**config.mk**
```make
export PLATFORM = sky130hd
export DESIGN_NAME = half_bridge_fault_protection
export DESIGN_NICKNAME = d
export VERILOG_FILES = /design/src/core/half_bridge_pkg.sv /design/src/core/half_bridge_fault_protection.sv
export SDC_FILE = /design/constraint.sdc
export NUM_CORES = 1
export LEC_CHECK = 0
export ABC_AREA = 1
export BUFFER_PORTS_ARGS = -buffer_cell sky130_fd_sc_hd__buf_2
export CELL_PAD_IN_SITES_DETAIL_PLACEMENT = 0
export CELL_PAD_IN_SITES_GLOBAL_PLACEMENT = 1
export CORE_UTILIZATION = 41
export CTS_BUF_LIST = sky130_fd_sc_hd__clkbuf_8 sky130_fd_sc_hd__clkbuf_16
export DETAILED_ROUTE_END_ITERATION = 7
export GPL_ROUTABILITY_DRIVEN = 0
export PLACE_DENSITY_LB_ADDON = 0.1
export RECOVER_POWER = 25
export SKIP_CTS_REPAIR_TIMING = 1
export SYNTH_ARGS = -nofsm -noshare
export SYNTH_HDL_FRONTEND = slang
export SYNTH_SLANG_ARGS = --single-unit
```
**constraint.sdc**
```tcl
create_clock -name SYS_CLK -period 8.55 [get_ports SYS_CLK]
set_clock_uncertainty 0.1 [all_clocks]
set_input_delay 1.71 -clock SYS_CLK [delete_from_list [all_inputs] [get_ports SYS_CLK]]
set_output_delay 1.71 -clock SYS_CLK [all_outputs]
set_load 0.005 [all_outputs]
```
**src/core/half_bridge_pkg.sv**
```systemverilog
// constants and carrier types for the half-bridge fault protection block
package half_bridge_pkg;

   localparam int CLK_FREQ_MHZ = 100;
   localparam int NUM_DRV = 6;
   localparam int NUM_CH = 3;
   localparam int FRAME_BITS = 16;
   localparam int TMR_W = 15;

   // command frame bit positions
   localparam int CMD_OVERVOLTAGE_LOCK_ENABLE_BIT = 15;
   localparam int CMD_UNDERLOAD_SHUTDOWN_ENABLE_BIT = 14;
   localparam int CMD_OCD_BIT = 13;
   localparam int CMD_DRV_LSB = 1;
   localparam int CMD_SRR_BIT = 0;

   // status frame bit positions
   localparam int ST_PSF_BIT = 15;
   localparam int ST_ULD_BIT = 14;
   localparam int ST_OC_BIT = 13;
   localparam int ST_STA_BIT = 12;
   localparam int ST_TW_BIT = 0;

   // delays in microseconds and in cycles
   localparam int OC_SHORT_US = 25;
   localparam int OC_LONG_US = 200;
   localparam int UL_DELAY_US = 100;
   localparam int OC_SHORT_CYC = OC_SHORT_US * CLK_FREQ_MHZ;
   localparam int OC_LONG_CYC = OC_LONG_US * CLK_FREQ_MHZ;
   localparam int UL_DELAY_CYC = UL_DELAY_US * CLK_FREQ_MHZ;
   localparam logic [TMR_W-1:0] OC_SHORT_T = TMR_W'(OC_SHORT_CYC);

   // wishbone register byte offsets
   localparam int WB_ADR_W = 4;
   localparam logic [WB_ADR_W-1:0] ADR_COMMAND = 4'h0;
   localparam logic [WB_ADR_W-1:0] ADR_STATUS = 4'h4;
   localparam logic [WB_ADR_W-1:0] ADR_DRIVE = 4'h8;

   // reset value and bit counter limit
   localparam logic [FRAME_BITS-1:0] CMD_RESET = 16'h0000;
   localparam logic [7:0] BIT_CNT_MAX = 8'hFF;

   // asynchronous inputs, sampled together
   typedef struct packed {
      logic ov;
      logic tsd;
      logic tw;
      logic [NUM_DRV-1:0] oc;
      logic [NUM_DRV-1:0] ul;
      logic sclk;
      logic csb_n;
      logic si;
   } sense_t;

   typedef struct packed {
      sense_t sync1;
      sense_t sync2;
      logic sclk_prev;
      logic csb_prev;
      logic [FRAME_BITS-1:0] shift;
      logic [7:0] bit_cnt;
      logic si_bit;
      logic so;
      logic so_oe;
      logic [FRAME_BITS-1:0] cmd;
      logic supply_fail_flag;
      logic underload_flag;
      logic overcurrent_flag;
      logic shoot_through_flag;
      logic tw;
      logic therm;
      logic [NUM_CH-1:0] st_block;
      logic [NUM_DRV-1:0] oc_latch;
      logic [NUM_DRV-1:0] ul_latch;
      logic [NUM_DRV-1:0][TMR_W-1:0] oc_cnt;
      logic [NUM_DRV-1:0] oc_long;
      logic [TMR_W-1:0] ul_cnt;
      logic [NUM_DRV-1:0] drive;
      logic ack;
      logic [31:0] rdata;
   } state_t;

endpackage

```
**src/core/half_bridge_fault_protection.sv**
```systemverilog
// fault protection, serial frame port and wishbone registers of the triple half-bridge driver
`timescale 1ns/10ps
`default_nettype none

module half_bridge_fault_protection #(
   parameter int unsigned OC_LONG_CYC = half_bridge_pkg::OC_LONG_CYC,
   parameter int unsigned UL_DELAY_CYC = half_bridge_pkg::UL_DELAY_CYC
) (
   // clock and reset
   input wire logic SYS_CLK,
   input wire logic RESET,
   // wishbone slave
   input wire logic WB_CYC_I,
   input wire logic WB_STB_I,
   input wire logic WB_WE_I,
   input wire logic [half_bridge_pkg::WB_ADR_W-1:0] WB_ADR_I,
   input wire logic [3:0] WB_SEL_I,
   input wire logic [31:0] WB_DAT_I,
   output logic [31:0] WB_DAT_O,
   output logic WB_ACK_O,
   // serial frame port
   input wire logic SPI_CSB_N,
   input wire logic SPI_SCLK,
   input wire logic SPI_SI,
   output logic SPI_SO,
   output logic SPI_SO_OE,
   // analog sensing
   input wire logic SUPPLY_OV,
   input wire logic THERMAL_WARN,
   input wire logic THERMAL_SHUTDOWN,
   input wire logic [half_bridge_pkg::NUM_DRV-1:0] OVERCURRENT,
   input wire logic [half_bridge_pkg::NUM_DRV-1:0] UNDERLOAD,
   // driver gates: index 2c is low side, 2c+1 high side of channel c
   output logic [half_bridge_pkg::NUM_DRV-1:0] DRIVE_ON
);

   localparam logic [half_bridge_pkg::TMR_W-1:0] OC_LONG_T = half_bridge_pkg::TMR_W'(OC_LONG_CYC);
   localparam logic [half_bridge_pkg::TMR_W-1:0] UL_T = half_bridge_pkg::TMR_W'(UL_DELAY_CYC);

   half_bridge_pkg::state_t s_q;
   half_bridge_pkg::state_t s_d;
   half_bridge_pkg::sense_t sense_in;

   logic sclk_rise;
   logic sclk_fall;
   logic csb_fall;
   logic csb_rise;
   logic spi_done;
   logic wb_go;
   logic wb_cmd_wr;
   logic apply;
   logic status_reset_request;
   logic [15:0] wb_frame;
   logic [15:0] frame;
   logic [15:0] status;
   logic [half_bridge_pkg::NUM_CH-1:0] both_on;
   logic [half_bridge_pkg::NUM_DRV-1:0] oc_cond;
   logic [half_bridge_pkg::NUM_DRV-1:0] ul_cond;
   logic [half_bridge_pkg::NUM_DRV-1:0] blk_mask;
   logic ul_any;
   logic ul_expire;
   logic ov;
   logic tsd;

   assign sense_in = '{ov: SUPPLY_OV, tsd: THERMAL_SHUTDOWN, tw: THERMAL_WARN, oc: OVERCURRENT,
                       ul: UNDERLOAD, sclk: SPI_SCLK, csb_n: SPI_CSB_N, si: SPI_SI};

   assign ov = s_q.sync2.ov;
   assign tsd = s_q.sync2.tsd;
   assign sclk_rise = s_q.sync2.sclk & ~s_q.sclk_prev;
   assign sclk_fall = ~s_q.sync2.sclk & s_q.sclk_prev;
   assign csb_fall = ~s_q.sync2.csb_n & s_q.csb_prev;
   assign csb_rise = s_q.sync2.csb_n & ~s_q.csb_prev;
   // a frame is valid when a whole number of 16-bit words, at most 240 bits, was clocked
   assign spi_done = csb_rise && (s_q.bit_cnt != 8'h00) && (s_q.bit_cnt[3:0] == 4'h0);

   // a register write never collides with a serial frame: the bus waits one cycle
   assign wb_go = WB_CYC_I & WB_STB_I & ~s_q.ack & ~(WB_WE_I & spi_done);
   assign wb_cmd_wr = wb_go & WB_WE_I & (WB_ADR_I == half_bridge_pkg::ADR_COMMAND);
   assign wb_frame = {(WB_SEL_I[1] ? WB_DAT_I[15:8] : s_q.cmd[15:8]),
                      (WB_SEL_I[0] ? WB_DAT_I[7:0] : s_q.cmd[7:0])};
   assign apply = spi_done | wb_cmd_wr;
   assign frame = spi_done ? s_q.shift : wb_frame;
   assign status_reset_request = apply & frame[half_bridge_pkg::CMD_SRR_BIT];

   assign status = {s_q.supply_fail_flag, s_q.underload_flag, s_q.overcurrent_flag, s_q.shoot_through_flag, 5'h00, s_q.drive, s_q.tw};

   assign oc_cond = s_q.drive & s_q.sync2.oc;
   assign ul_cond = s_q.drive & s_q.sync2.ul;
   assign ul_any = |ul_cond;
   assign ul_expire = ul_any && (s_q.ul_cnt >= UL_T);

   genvar gc;
   generate
      for (gc = 0; gc < half_bridge_pkg::NUM_CH; gc++) begin : g_ch
         assign both_on[gc] = frame[2 * gc + 1] & frame[2 * gc + 2];
         assign blk_mask[2 * gc] = s_q.st_block[gc];
         assign blk_mask[2 * gc + 1] = s_q.st_block[gc];
      end
   endgenerate

   always_comb begin
      logic [half_bridge_pkg::TMR_W-1:0] oc_term;
      logic ch_both;
      oc_term = half_bridge_pkg::OC_SHORT_T;
      ch_both = 1'b0;
      s_d = s_q;

      // two-stage synchronisers and edge history
      s_d.sync1 = sense_in;
      s_d.sync2 = s_q.sync1;
      s_d.sclk_prev = s_q.sync2.sclk;
      s_d.csb_prev = s_q.sync2.csb_n;

      // serial shift: status goes out while the command comes in
      if (csb_fall) begin
         s_d.shift = status;
         s_d.bit_cnt = 8'h00;
         s_d.so_oe = 1'b1;
      end else if (!s_q.sync2.csb_n) begin
         if (sclk_rise) begin
            s_d.si_bit = s_q.sync2.si;
            if (s_q.bit_cnt != half_bridge_pkg::BIT_CNT_MAX) begin
               s_d.bit_cnt = s_q.bit_cnt + 8'h01;
            end
         end
         if (sclk_fall) begin
            s_d.shift = {s_q.shift[14:0], s_q.si_bit};
         end
      end
      if (csb_rise) begin
         s_d.so_oe = 1'b0;
      end
      s_d.so = s_d.shift[15];

      // status reset first, so that any event of this cycle sets again
      if (status_reset_request) begin
         s_d.supply_fail_flag = 1'b0;
         s_d.underload_flag = 1'b0;
         s_d.overcurrent_flag = 1'b0;
         s_d.shoot_through_flag = 1'b0;
         s_d.tw = 1'b0;
         s_d.therm = 1'b0;
         s_d.st_block = '0;
         s_d.oc_latch = '0;
         s_d.ul_latch = '0;
      end
      if (ov) begin
         s_d.supply_fail_flag = 1'b1;
      end
      if (s_q.sync2.tw) begin
         s_d.tw = 1'b1;
      end
      if (tsd) begin
         s_d.therm = 1'b1;
      end

      // command update; programmed states survive every fault
      if (apply) begin
         s_d.cmd = frame;
         for (int c = 0; c < half_bridge_pkg::NUM_CH; c++) begin
            if (both_on[c]) begin
               s_d.st_block[c] = 1'b1;
               s_d.shoot_through_flag = 1'b1;
            end
         end
      end

      // per-driver overcurrent delay, setting frozen at its start
      for (int i = 0; i < half_bridge_pkg::NUM_DRV; i++) begin
         if (oc_cond[i]) begin
            if (s_q.oc_cnt[i] == '0) begin
               s_d.oc_long[i] = ~s_q.cmd[half_bridge_pkg::CMD_OCD_BIT];
            end
            if ((s_q.oc_cnt[i] == '0) ? ~s_q.cmd[half_bridge_pkg::CMD_OCD_BIT] : s_q.oc_long[i]) begin
               oc_term = OC_LONG_T;
            end else begin
               oc_term = half_bridge_pkg::OC_SHORT_T;
            end
            if (s_q.oc_cnt[i] >= oc_term) begin
               s_d.oc_latch[i] = 1'b1;
               s_d.overcurrent_flag = 1'b1;
               s_d.oc_cnt[i] = '0;
            end else begin
               s_d.oc_cnt[i] = s_q.oc_cnt[i] + 15'h0001;
            end
         end else begin
            s_d.oc_cnt[i] = '0;
         end
      end

      // one shared underload timer, started by the first underload
      if (ul_any) begin
         if (ul_expire) begin
            for (int i = 0; i < half_bridge_pkg::NUM_DRV; i++) begin
               if (ul_cond[i]) begin
                  s_d.underload_flag = 1'b1;
                  if (s_q.cmd[half_bridge_pkg::CMD_UNDERLOAD_SHUTDOWN_ENABLE_BIT]) begin
                     s_d.ul_latch[i] = 1'b1;
                  end
               end
            end
         end else begin
            s_d.ul_cnt = s_q.ul_cnt + 15'h0001;
         end
      end else begin
         s_d.ul_cnt = '0;
      end

      // gate the programmed commands with every shutdown
      for (int i = 0; i < half_bridge_pkg::NUM_DRV; i++) begin
         ch_both = s_d.cmd[2 * (i / 2) + 1] & s_d.cmd[2 * (i / 2) + 2];
         s_d.drive[i] = s_d.cmd[half_bridge_pkg::CMD_DRV_LSB + i]
                        & ~(ov & s_d.cmd[half_bridge_pkg::CMD_OVERVOLTAGE_LOCK_ENABLE_BIT])
                        & ~s_d.st_block[i / 2] & ~ch_both
                        & ~s_d.oc_latch[i]
                        & ~s_d.ul_latch[i]
                        & ~s_d.therm & ~tsd;
      end

      // wishbone answer one cycle after the request
      s_d.ack = wb_go;
      s_d.rdata = 32'h0000_0000;
      if (wb_go && !WB_WE_I) begin
         unique case (WB_ADR_I)
            half_bridge_pkg::ADR_COMMAND: s_d.rdata = {16'h0000, s_q.cmd};
            half_bridge_pkg::ADR_STATUS: s_d.rdata = {16'h0000, status};
            half_bridge_pkg::ADR_DRIVE: s_d.rdata = {26'h0000000, s_q.drive};
            default: s_d.rdata = 32'h0000_0000;
         endcase
      end
   end

   always_ff @(posedge SYS_CLK or posedge RESET) begin
      if (RESET) begin
         s_q <= '0;
         // select idles high, so no false select edge follows reset
         s_q.sync1.csb_n <= 1'b1;
         s_q.sync2.csb_n <= 1'b1;
         s_q.csb_prev <= 1'b1;
      end else begin
         s_q <= s_d;
      end
   end

   assign DRIVE_ON = s_q.drive;
   assign SPI_SO = s_q.so;
   assign SPI_SO_OE = s_q.so_oe;
   assign WB_DAT_O = s_q.rdata;
   assign WB_ACK_O = s_q.ack;
endmodule

`default_nettype wire

```
---- Word level (Yosys, flattened, before mapping) ----
Index checks and enable logic that the tools add are counted.
word-level totals
  bits in registers ....................... 251
  latch bits .............................. 0
  bits in writable memories ............... 0
  memory bits (read-only) ................. 0
  logic and storage cells ................. 295
  memories kept ........................... 0
cells by class
  add/sub/neg operators ................... 8
  $mul .................................... 0
  div/mod/pow operators ................... 0
  order comparisons ....................... 7
  equality and inequality tests ........... 5
  shift-type cells ........................ 0
  muxes and demuxes ....................... 103
  bitwise logic cells ..................... 92
  reductions and logical operators ........ 28
operators with widths
  kind                                                                      number
  15-bit 2-to-1 mux                                                         26
  15-bit by 1-bit adder with 15-bit output (second input constant)          7
  15-bit >= comparator                                                      6
  15-bit zero test                                                          6
  16-bit 2-to-1 mux                                                         4
  1-bit 2-to-1 mux                                                          62
  1-bit bitwise AND                                                         60
  16-bit one-hot mux with 3 select lines                                    1
  1-bit NOT                                                                 29
  25-bit 2-to-1 mux                                                         1
  24-bit 2-to-1 mux                                                         1
  8-bit 2-to-1 mux                                                          3
  21-bit 2-to-1 mux                                                         1
  2-bit nonzero test                                                        8
  15-bit by 14-bit >= comparator with 1-bit output (second input constant)  1
  6-bit bitwise AND                                                         2
  6-bit 2-to-1 mux                                                          2
  9-bit 2-to-1 mux                                                          1
  8-bit by 1-bit adder with 8-bit output (second input constant)            1
  4-bit zero test                                                           2
  8-bit != test (second input constant)                                     1
  8-bit nonzero test                                                        1
  2-bit AND reduction                                                       3
  3-bit AND reduction                                                       2
  other kinds (9)                                                           12

---- Logic depth before layout (Yosys ltp) ----
Gate-level depths: netlist of the first run.
  depth after elaboration ................. 24
  mapped depth ............................ 18
  mapped depth without buffers ............ 18

---- Worst setup path after synthesis of the first run ----
Ideal clock, no wire load.
  path type ............................... input-to-reg
  start ................................... input WB_ADR_I[1] (netlist name)
  end ..................................... register s_q (netlist bit DRIVE_ON[2])
  library setup time ...................... 0.071 ns
  arrival ................................. 2.881 ns
  path slack .............................. 5.498 ns
  stages .................................. 10
  path through ............................ nor2_2 nand3_2 o21ai_4 inv_2 or2_1 o21ai_2 o21ai_1 nor2_1 nand2_1 nor2_1
RTL lines
  element             line                                text
  start: declaration  half_bridge_fault_protection.sv:16  input wire logic [half_bridge_pkg::WB_ADR_W-1:0] WB_ADR_I,
  end: declaration    half_bridge_fault_protection.sv:40  half_bridge_pkg::state_t s_q;

==> results of run 1 <==
==> registers in the layout (all words and copies together), names as in the netlist <==
name / flops
blk_mask: 3
ov: 1
tsd: 1
DRIVE_ON: 6
WB_ACK_O: 1
SPI_SO_OE: 1
s_q: 186
WB_DAT_O: 16
s_d: 20
==> stage by stage <==
| stage | utilization, % | power, mW | cells |
|---|---|---|---|
| finish | 46.8 | 2.69 | 1910 |
| global route | 46.8 | 2.81 | 1910 |
| global placement | 43.4 | 1.38 | 1859 |
| CTS | 46.9 | 2.73 | 1910 |
| floorplan | - | 1.32 | 1458 |
| detailed placement | 43.4 | 1.38 | 1859 |
==> routing by layer <==
layer	up-vias	track usage, %
li1	4808	-
met1	4346	27.1
met2	137	30.0
met5	-	0
met3	40	2.71
met4	0	4.78
==> kinds of logic (layout without fill, tap and decap cells) <==
| kind of cell | after synthesis | in the layout | synth area share (%) |
|---|---|---|---|
| mux | 1 | 1 | 0.0811 |
| simple gates | 650 | 650 | 23.9 |
| buf+inv | 257 | 319 | 9.26 |
| fa+ha+maj | 61 | 61 | 6.19 |
| compound gates | 183 | 183 | 8.91 |
| flops | 235 | 235 | 47.7 |
| other cells | 1 | 16 | 0.0304 |
| xor+xnor | 55 | 55 | 3.90 |
==> cell type report <==
class                           count  area, um^2  share of cell area [%]
Clock buffer                       35         808                    5.82
Clock inverter                     16         233                    1.68
Inverter                          196         743                    5.35
Multi-Input combinational cell    966        5370                    38.7
Sequential cell                   235        5880                    42.4
Tap cell                          390         488                    3.52
Timing Repair Buffer               72         359                    2.59
==> power breakdown <==
part / total (mW) / internal (mW) / switching [mW]
clock network: 1.32 / 0.844 / 0.480
registers: 1.17 / 1.15 / 0.0197
logic: 0.188 / 0.0594 / 0.129
total: 2.69 / 2.06 / 0.628
==> layout by cell type (no fill, tap or decap), types with 28 or more instances in the layout <==
master	count
ha_1	61
a21oi_1	41
clkbuf_16	29
nor2_1	159
o21ai_0	73
buf_2	65
inv_1	196
nor3_1	52
dfrtp_1	232
nand3_1	84
nand2_1	265
xor2_1	46
nand4_1	28
==> path summary, 6_finish.rpt <==
path,slack [ps],cells after the start,end,start
max in group asynchronous,5790,3,s_q[203],RESET
worst min register to register,250,0,s_q[223],s_d[223]
worst max register to register,4610,13,s_q[132],s_q[120]
worst min-delay path,250,0,s_q[223],s_d[223]
min in group asynchronous,1330,2,s_q[129],RESET
worst max-delay path,4610,13,s_q[132],s_q[120]
==> worst max-delay path, stage by stage, from the launching register on <==
cell     delay, ps
dfrtp_1        390
inv_1          130
ha_1           190
nand3_1         80
nor4_1         200
nand4_1        150
o21ai_0        760
inv_1          200
ha_1           370
a21oi_1        140
o21ai_0        100
a21oi_1        170
nand4_1        500
nor3b_1        350
==> impl_metrics.py, run 1 <==
metrics = {
    "global_routing": {
        "grt_max_degree": 153,
        "grt_antenna_before_repair": 0,
        "gr-total-overflow": 0,
        "grt_use_total_pct": 18.9,
        "grt_pass1_vias": 9170,
        "grt_pass1_wl_um": 46900,
    },
    "setup_path": {
        "cp_data_required_time_ps": 8890,
        "cp_max_fo": 13,
        "cp.arrival_ps": 4280,
        "startpoint_type": "flip-flop",
        "worst-setup-path-type": "reg2reg",
        "endpoint_kind": "flip-flop",
    },
    "sta": {
        "worst_slack_ps": 4610,
        "tns_ps": 0,
        "relSlewSlack_pct": 22.3,
        "grt_setup_unrepaired": "no",
        "final.min_clock_period_ps": 3940,
        "max_freq_ghz": 0.254,
        "fin_crit_sh_pct": 46.0,
        "finalHoldViolCount": 0,
        "worst_slew_pin_slew_ps": 1150,
        "setup_violations": 0,
        "drv_slew": 0,
        "hold_slack_ps": 246,
    },
    "layout": {
        "drive_gt1_share_pct": 10.0,
        "area_growth_pct": 12.5,
        "fill_cells": 2942,
        "antennaDiodeCount": 0,
        "final_area_um2": 13900,
        "layout.nets": 1623,
    },
    "die": {
        "ios": 104,
        "die_w_um": 175,
        "core_area_um2": 29600,
        "initial_utilization_pct": 41.6,
        "dieArea_um2": 30800,
        "die_h_um": 175,
        "rows": 63,
    },
    "route": {
        "met3_length_um": 1010,
        "first_pass_iters": 6,
        "num_vias": 9331,
        "drc": 0,
        "avgRoutedWirePerCell_um": 14.7,
        "wl_met1_um": 14000,
        "drtIter0Drc": 487,
        "route.met2.wl_um": 12600,
        "final_antenna_net_count": 0,
        "via_per_inst": 4.89,
        "dr.max_layer_used": "met4",
        "drt_wl_total_um": 28100,
    },
    "synth": {
        "yosysMostFrequentCell": "nand2_1",
        "synth_cells": 1443,
        "synth_top_area_share_pct": 47.0,
        "synth_area_leaders": "dfrtp_1 47%, nand2_1 8.0%, ha_1 6.2%",
        "synth_top_cell_by_area": "dfrtp_1",
        "seq_area_frac_synth_pct": 47.7,
        "synthArstFlopShare_pct": 100,
        "synth_edf_count": 0,
        "synth_area_um2": 12300,
        "yosys_register_bits": 235,
        "synthTopCellsByCount": "264 x nand2_1, 232 x dfrtp_1, 193 x inv_1",
        "yosysWarnings": 0,
        "synth_cell_types": 54,
        "ys.flop_type": "dfrtp_1",
        "synth.avg_cell_area_um2": 8.55,
    },
    "clock_tree": {
        "cts_htree_levels": 1,
        "cts_tree": "built",
        "cts_root_buf": "clkbuf_16",
        "cts_made_buffers": 28,
        "clock_latency_ps": 550,
        "clk_path_buf_depth": 3,
        "cts_num_sinks": 235,
        "path_clk_slew_ps": 60,
    },
    "placed_design": {
        "place_area_um2": 12900,
        "place_ws_ps": 4510,
        "portBuffers": 69,
        "hpwl_um": 20100,
    },
    "power": {
        "max-vdd-ir-drop_uv": 158,
        "p_per_area_nw_per_um2": 193,
        "p_leak_nw": 6.55,
    },
    "outcome": {
        "run_status": "finished, final reports clean",
    },
    "worst_hold_path": {
        "worstHoldPathType": "reg2reg",
    },
    "flow_run": {
        "maxCapViolations": 0,
    },
}
Note: power is estimated with default switching activity, not from simulation.
==> run 2, diff against run 1 <==
==> constraint.sdc (replaced) <==
create_clock -name SYS_CLK -period 3.52 [get_ports SYS_CLK]
set_clock_uncertainty 0.1 [all_clocks]
set_input_delay 0.704 -clock SYS_CLK [delete_from_list [all_inputs] [get_ports SYS_CLK]]
set_output_delay 0.704 -clock SYS_CLK [all_outputs]
set_load 0.005 [all_outputs]
==> run 2 against run 1 <==
Compared with the run above: the run now ends with design-rule violations, max-capacitance violations, max-slew violations left; global-route usage rose by 0.17 points; die area unchanged; largest cell class unchanged; largest power group is now registers; highest routed layer unchanged; non-clock buffer count up 20; sequential share of layout area about the same.
==> impl_metrics.py, run 2 (synthesis results as in run 1) <==
metrics = {
    "sta": {
        "setup_violations": 0,
        "drv_slew": 76,
        "fin_crit_sh_pct": 90.6,
        "finalHoldViolCount": 0,
        "grt_setup_unrepaired": "no",
        "tns_ps": 0,
        "final.min_clock_period_ps": 3190,
        "worst_slew_pin_slew_ps": 1880,
        "max_freq_ghz": 0.313,
        "worst_slack_ps": 330,
        "relSlewSlack_pct": -25.5,
        "hold_slack_ps": 158,
    },
    "power": {
        "internal_power_mw": 4.60,
        "p_sw_share_pct": 24.3,
        "pwr-share-comb_pct": 7.6,
        "seqPwrFrac_pct": 46.9,
        "p_leak_nw": 6.56,
        "max-vdd-ir-drop_uv": 321,
        "clkPwrFrac_pct": 45.5,
        "switchingPower_mw": 1.48,
        "p_per_area_nw_per_um2": 438,
    },
    "global_routing": {
        "grt_antenna_before_repair": 0,
        "grt_pass1_wl_um": 47400,
        "gr-total-overflow": 0,
        "grt_pass1_vias": 9206,
        "grt_max_degree": 119,
        "grt_use_total_pct": 19.1,
    },
    "die": {
        "die_w_um": 175,
        "die_h_um": 175,
        "core_area_um2": 29600,
        "initial_utilization_pct": 41.6,
        "rows": 63,
        "dieArea_um2": 30800,
        "ios": 104,
    },
    "clock_tree": {
        "clk_path_buf_depth": 3,
        "cts_num_sinks": 235,
        "path_clk_slew_ps": 60,
        "cts_root_buf": "clkbuf_16",
        "cts_htree_levels": 1,
        "cts_made_buffers": 28,
        "clock_latency_ps": 550,
        "cts_tree": "built",
    },
    "layout": {
        "stdcell_count": 1925,
        "largest_reg_flops": 186,
        "final_area_um2": 13900,
        "layout_common_cells": "263 x nand2_1, 232 x dfrtp_1, 196 x inv_1",
        "area_growth_pct": 12.5,
        "top_register": "s_q",
        "register_area_um2": 5880,
        "antennaDiodeCount": 0,
        "final_common_cell": "nand2_1",
        "fill_cells": 2982,
        "layout.nets": 1643,
        "drive_gt1_share_pct": 11.1,
        "multi_input_area_um2": 5380,
    },
    "route": {
        "avgRoutedWirePerCell_um": 14.7,
        "via_per_inst": 4.92,
        "final_antenna_net_count": 0,
        "num_vias": 9463,
        "drc": 2,
        "drt_wl_total_um": 28400,
        "drtIter0Drc": 457,
        "first_pass_iters": 8,
    },
    "setup_path": {
        "worst-setup-path-type": "reg2reg",
        "cp.arrival_ps": 3560,
        "cp_data_required_time_ps": 3890,
        "startpoint_type": "flip-flop",
        "cp_max_fo": 8,
        "endpoint_kind": "flip-flop",
    },
    "worst_hold_path": {
        "worstHoldPathType": "in2reg",
    },
    "outcome": {
        "violations": "design-rule violations, max-capacitance violations, max-slew violations",
        "run_status": "finished with violations",
    },
    "placed_design": {
        "place_ws_ps": 319,
        "place_area_um2": 13000,
        "hpwl_um": 20500,
        "placedCellCount": 1879,
        "portBuffers": 69,
    },
    "flow_run": {
        "maxCapViolations": 2,
    },
}
run 2: routing by layer:
metal	track usage [%]	up-vias	share of wire (%)
met3	2.38	36	3.7
met1	28.0	4449	50
li1	-	4828	-
met5	0	-	0
met2	29.7	150	44
met4	4.78	0	2.0
run 2: stage by stage:
stage | total power, mW | util [%]
floorplan | 3.22 | -
global route | 6.36 | 46.8
finish | 6.08 | 46.8
CTS | 6.19 | 46.9
global placement | 3.36 | 43.9
detailed placement | 3.37 | 43.9
run 2: critical path: stages (launching register included):
cell and delay [ps]:
dfrtp_1 380, or2_2 350, nor3_1 140, nand4_1 150, nand2_1 90, o21a_1 210
inv_1 140, ha_1 330, a21oi_1 130, o21ai_0 90, a21boi_0 220, nand4_1 350
buf_4 300, nor2_1 110
run 2: final cells by class:
type	instances	area share, %
inverters	196	5.31
clock buffers	34	5.72
multi-input cells	966	38.8
clock inverters	12	0.595
repair buffers	92	3.71
flip-flops and latches	235	42.4
well taps	390	3.51
run 2: path summary, 6_finish.rpt:
path | startpoint | endpoint | slack, ps | depth (start not counted)
max in group asynchronous | RESET | s_q[68] | 790 | 3
worst min register to register | s_d[216] | s_q[216] | 250 | 0
worst min-delay path | SPI_CSB_N | s_d[217] | 160 | 1
worst max-delay path | s_q[88] | s_q[84] | 330 | 13
worst max register to register | s_q[88] | s_q[84] | 330 | 13
min in group asynchronous | RESET | s_q[203] | 240 | 2
run 2: power groups by stage:
stage	Combinational [mW]	Sequential, mW	Clock [mW]
5_1_grt	0.540	2.86	2.96
3_5_place_dp	0.472	2.90	0
3_3_place_gp	0.467	2.89	0
2_1_floorplan	0.337	2.88	0
6_report	0.464	2.85	2.77
4_1_cts	0.476	2.85	2.87
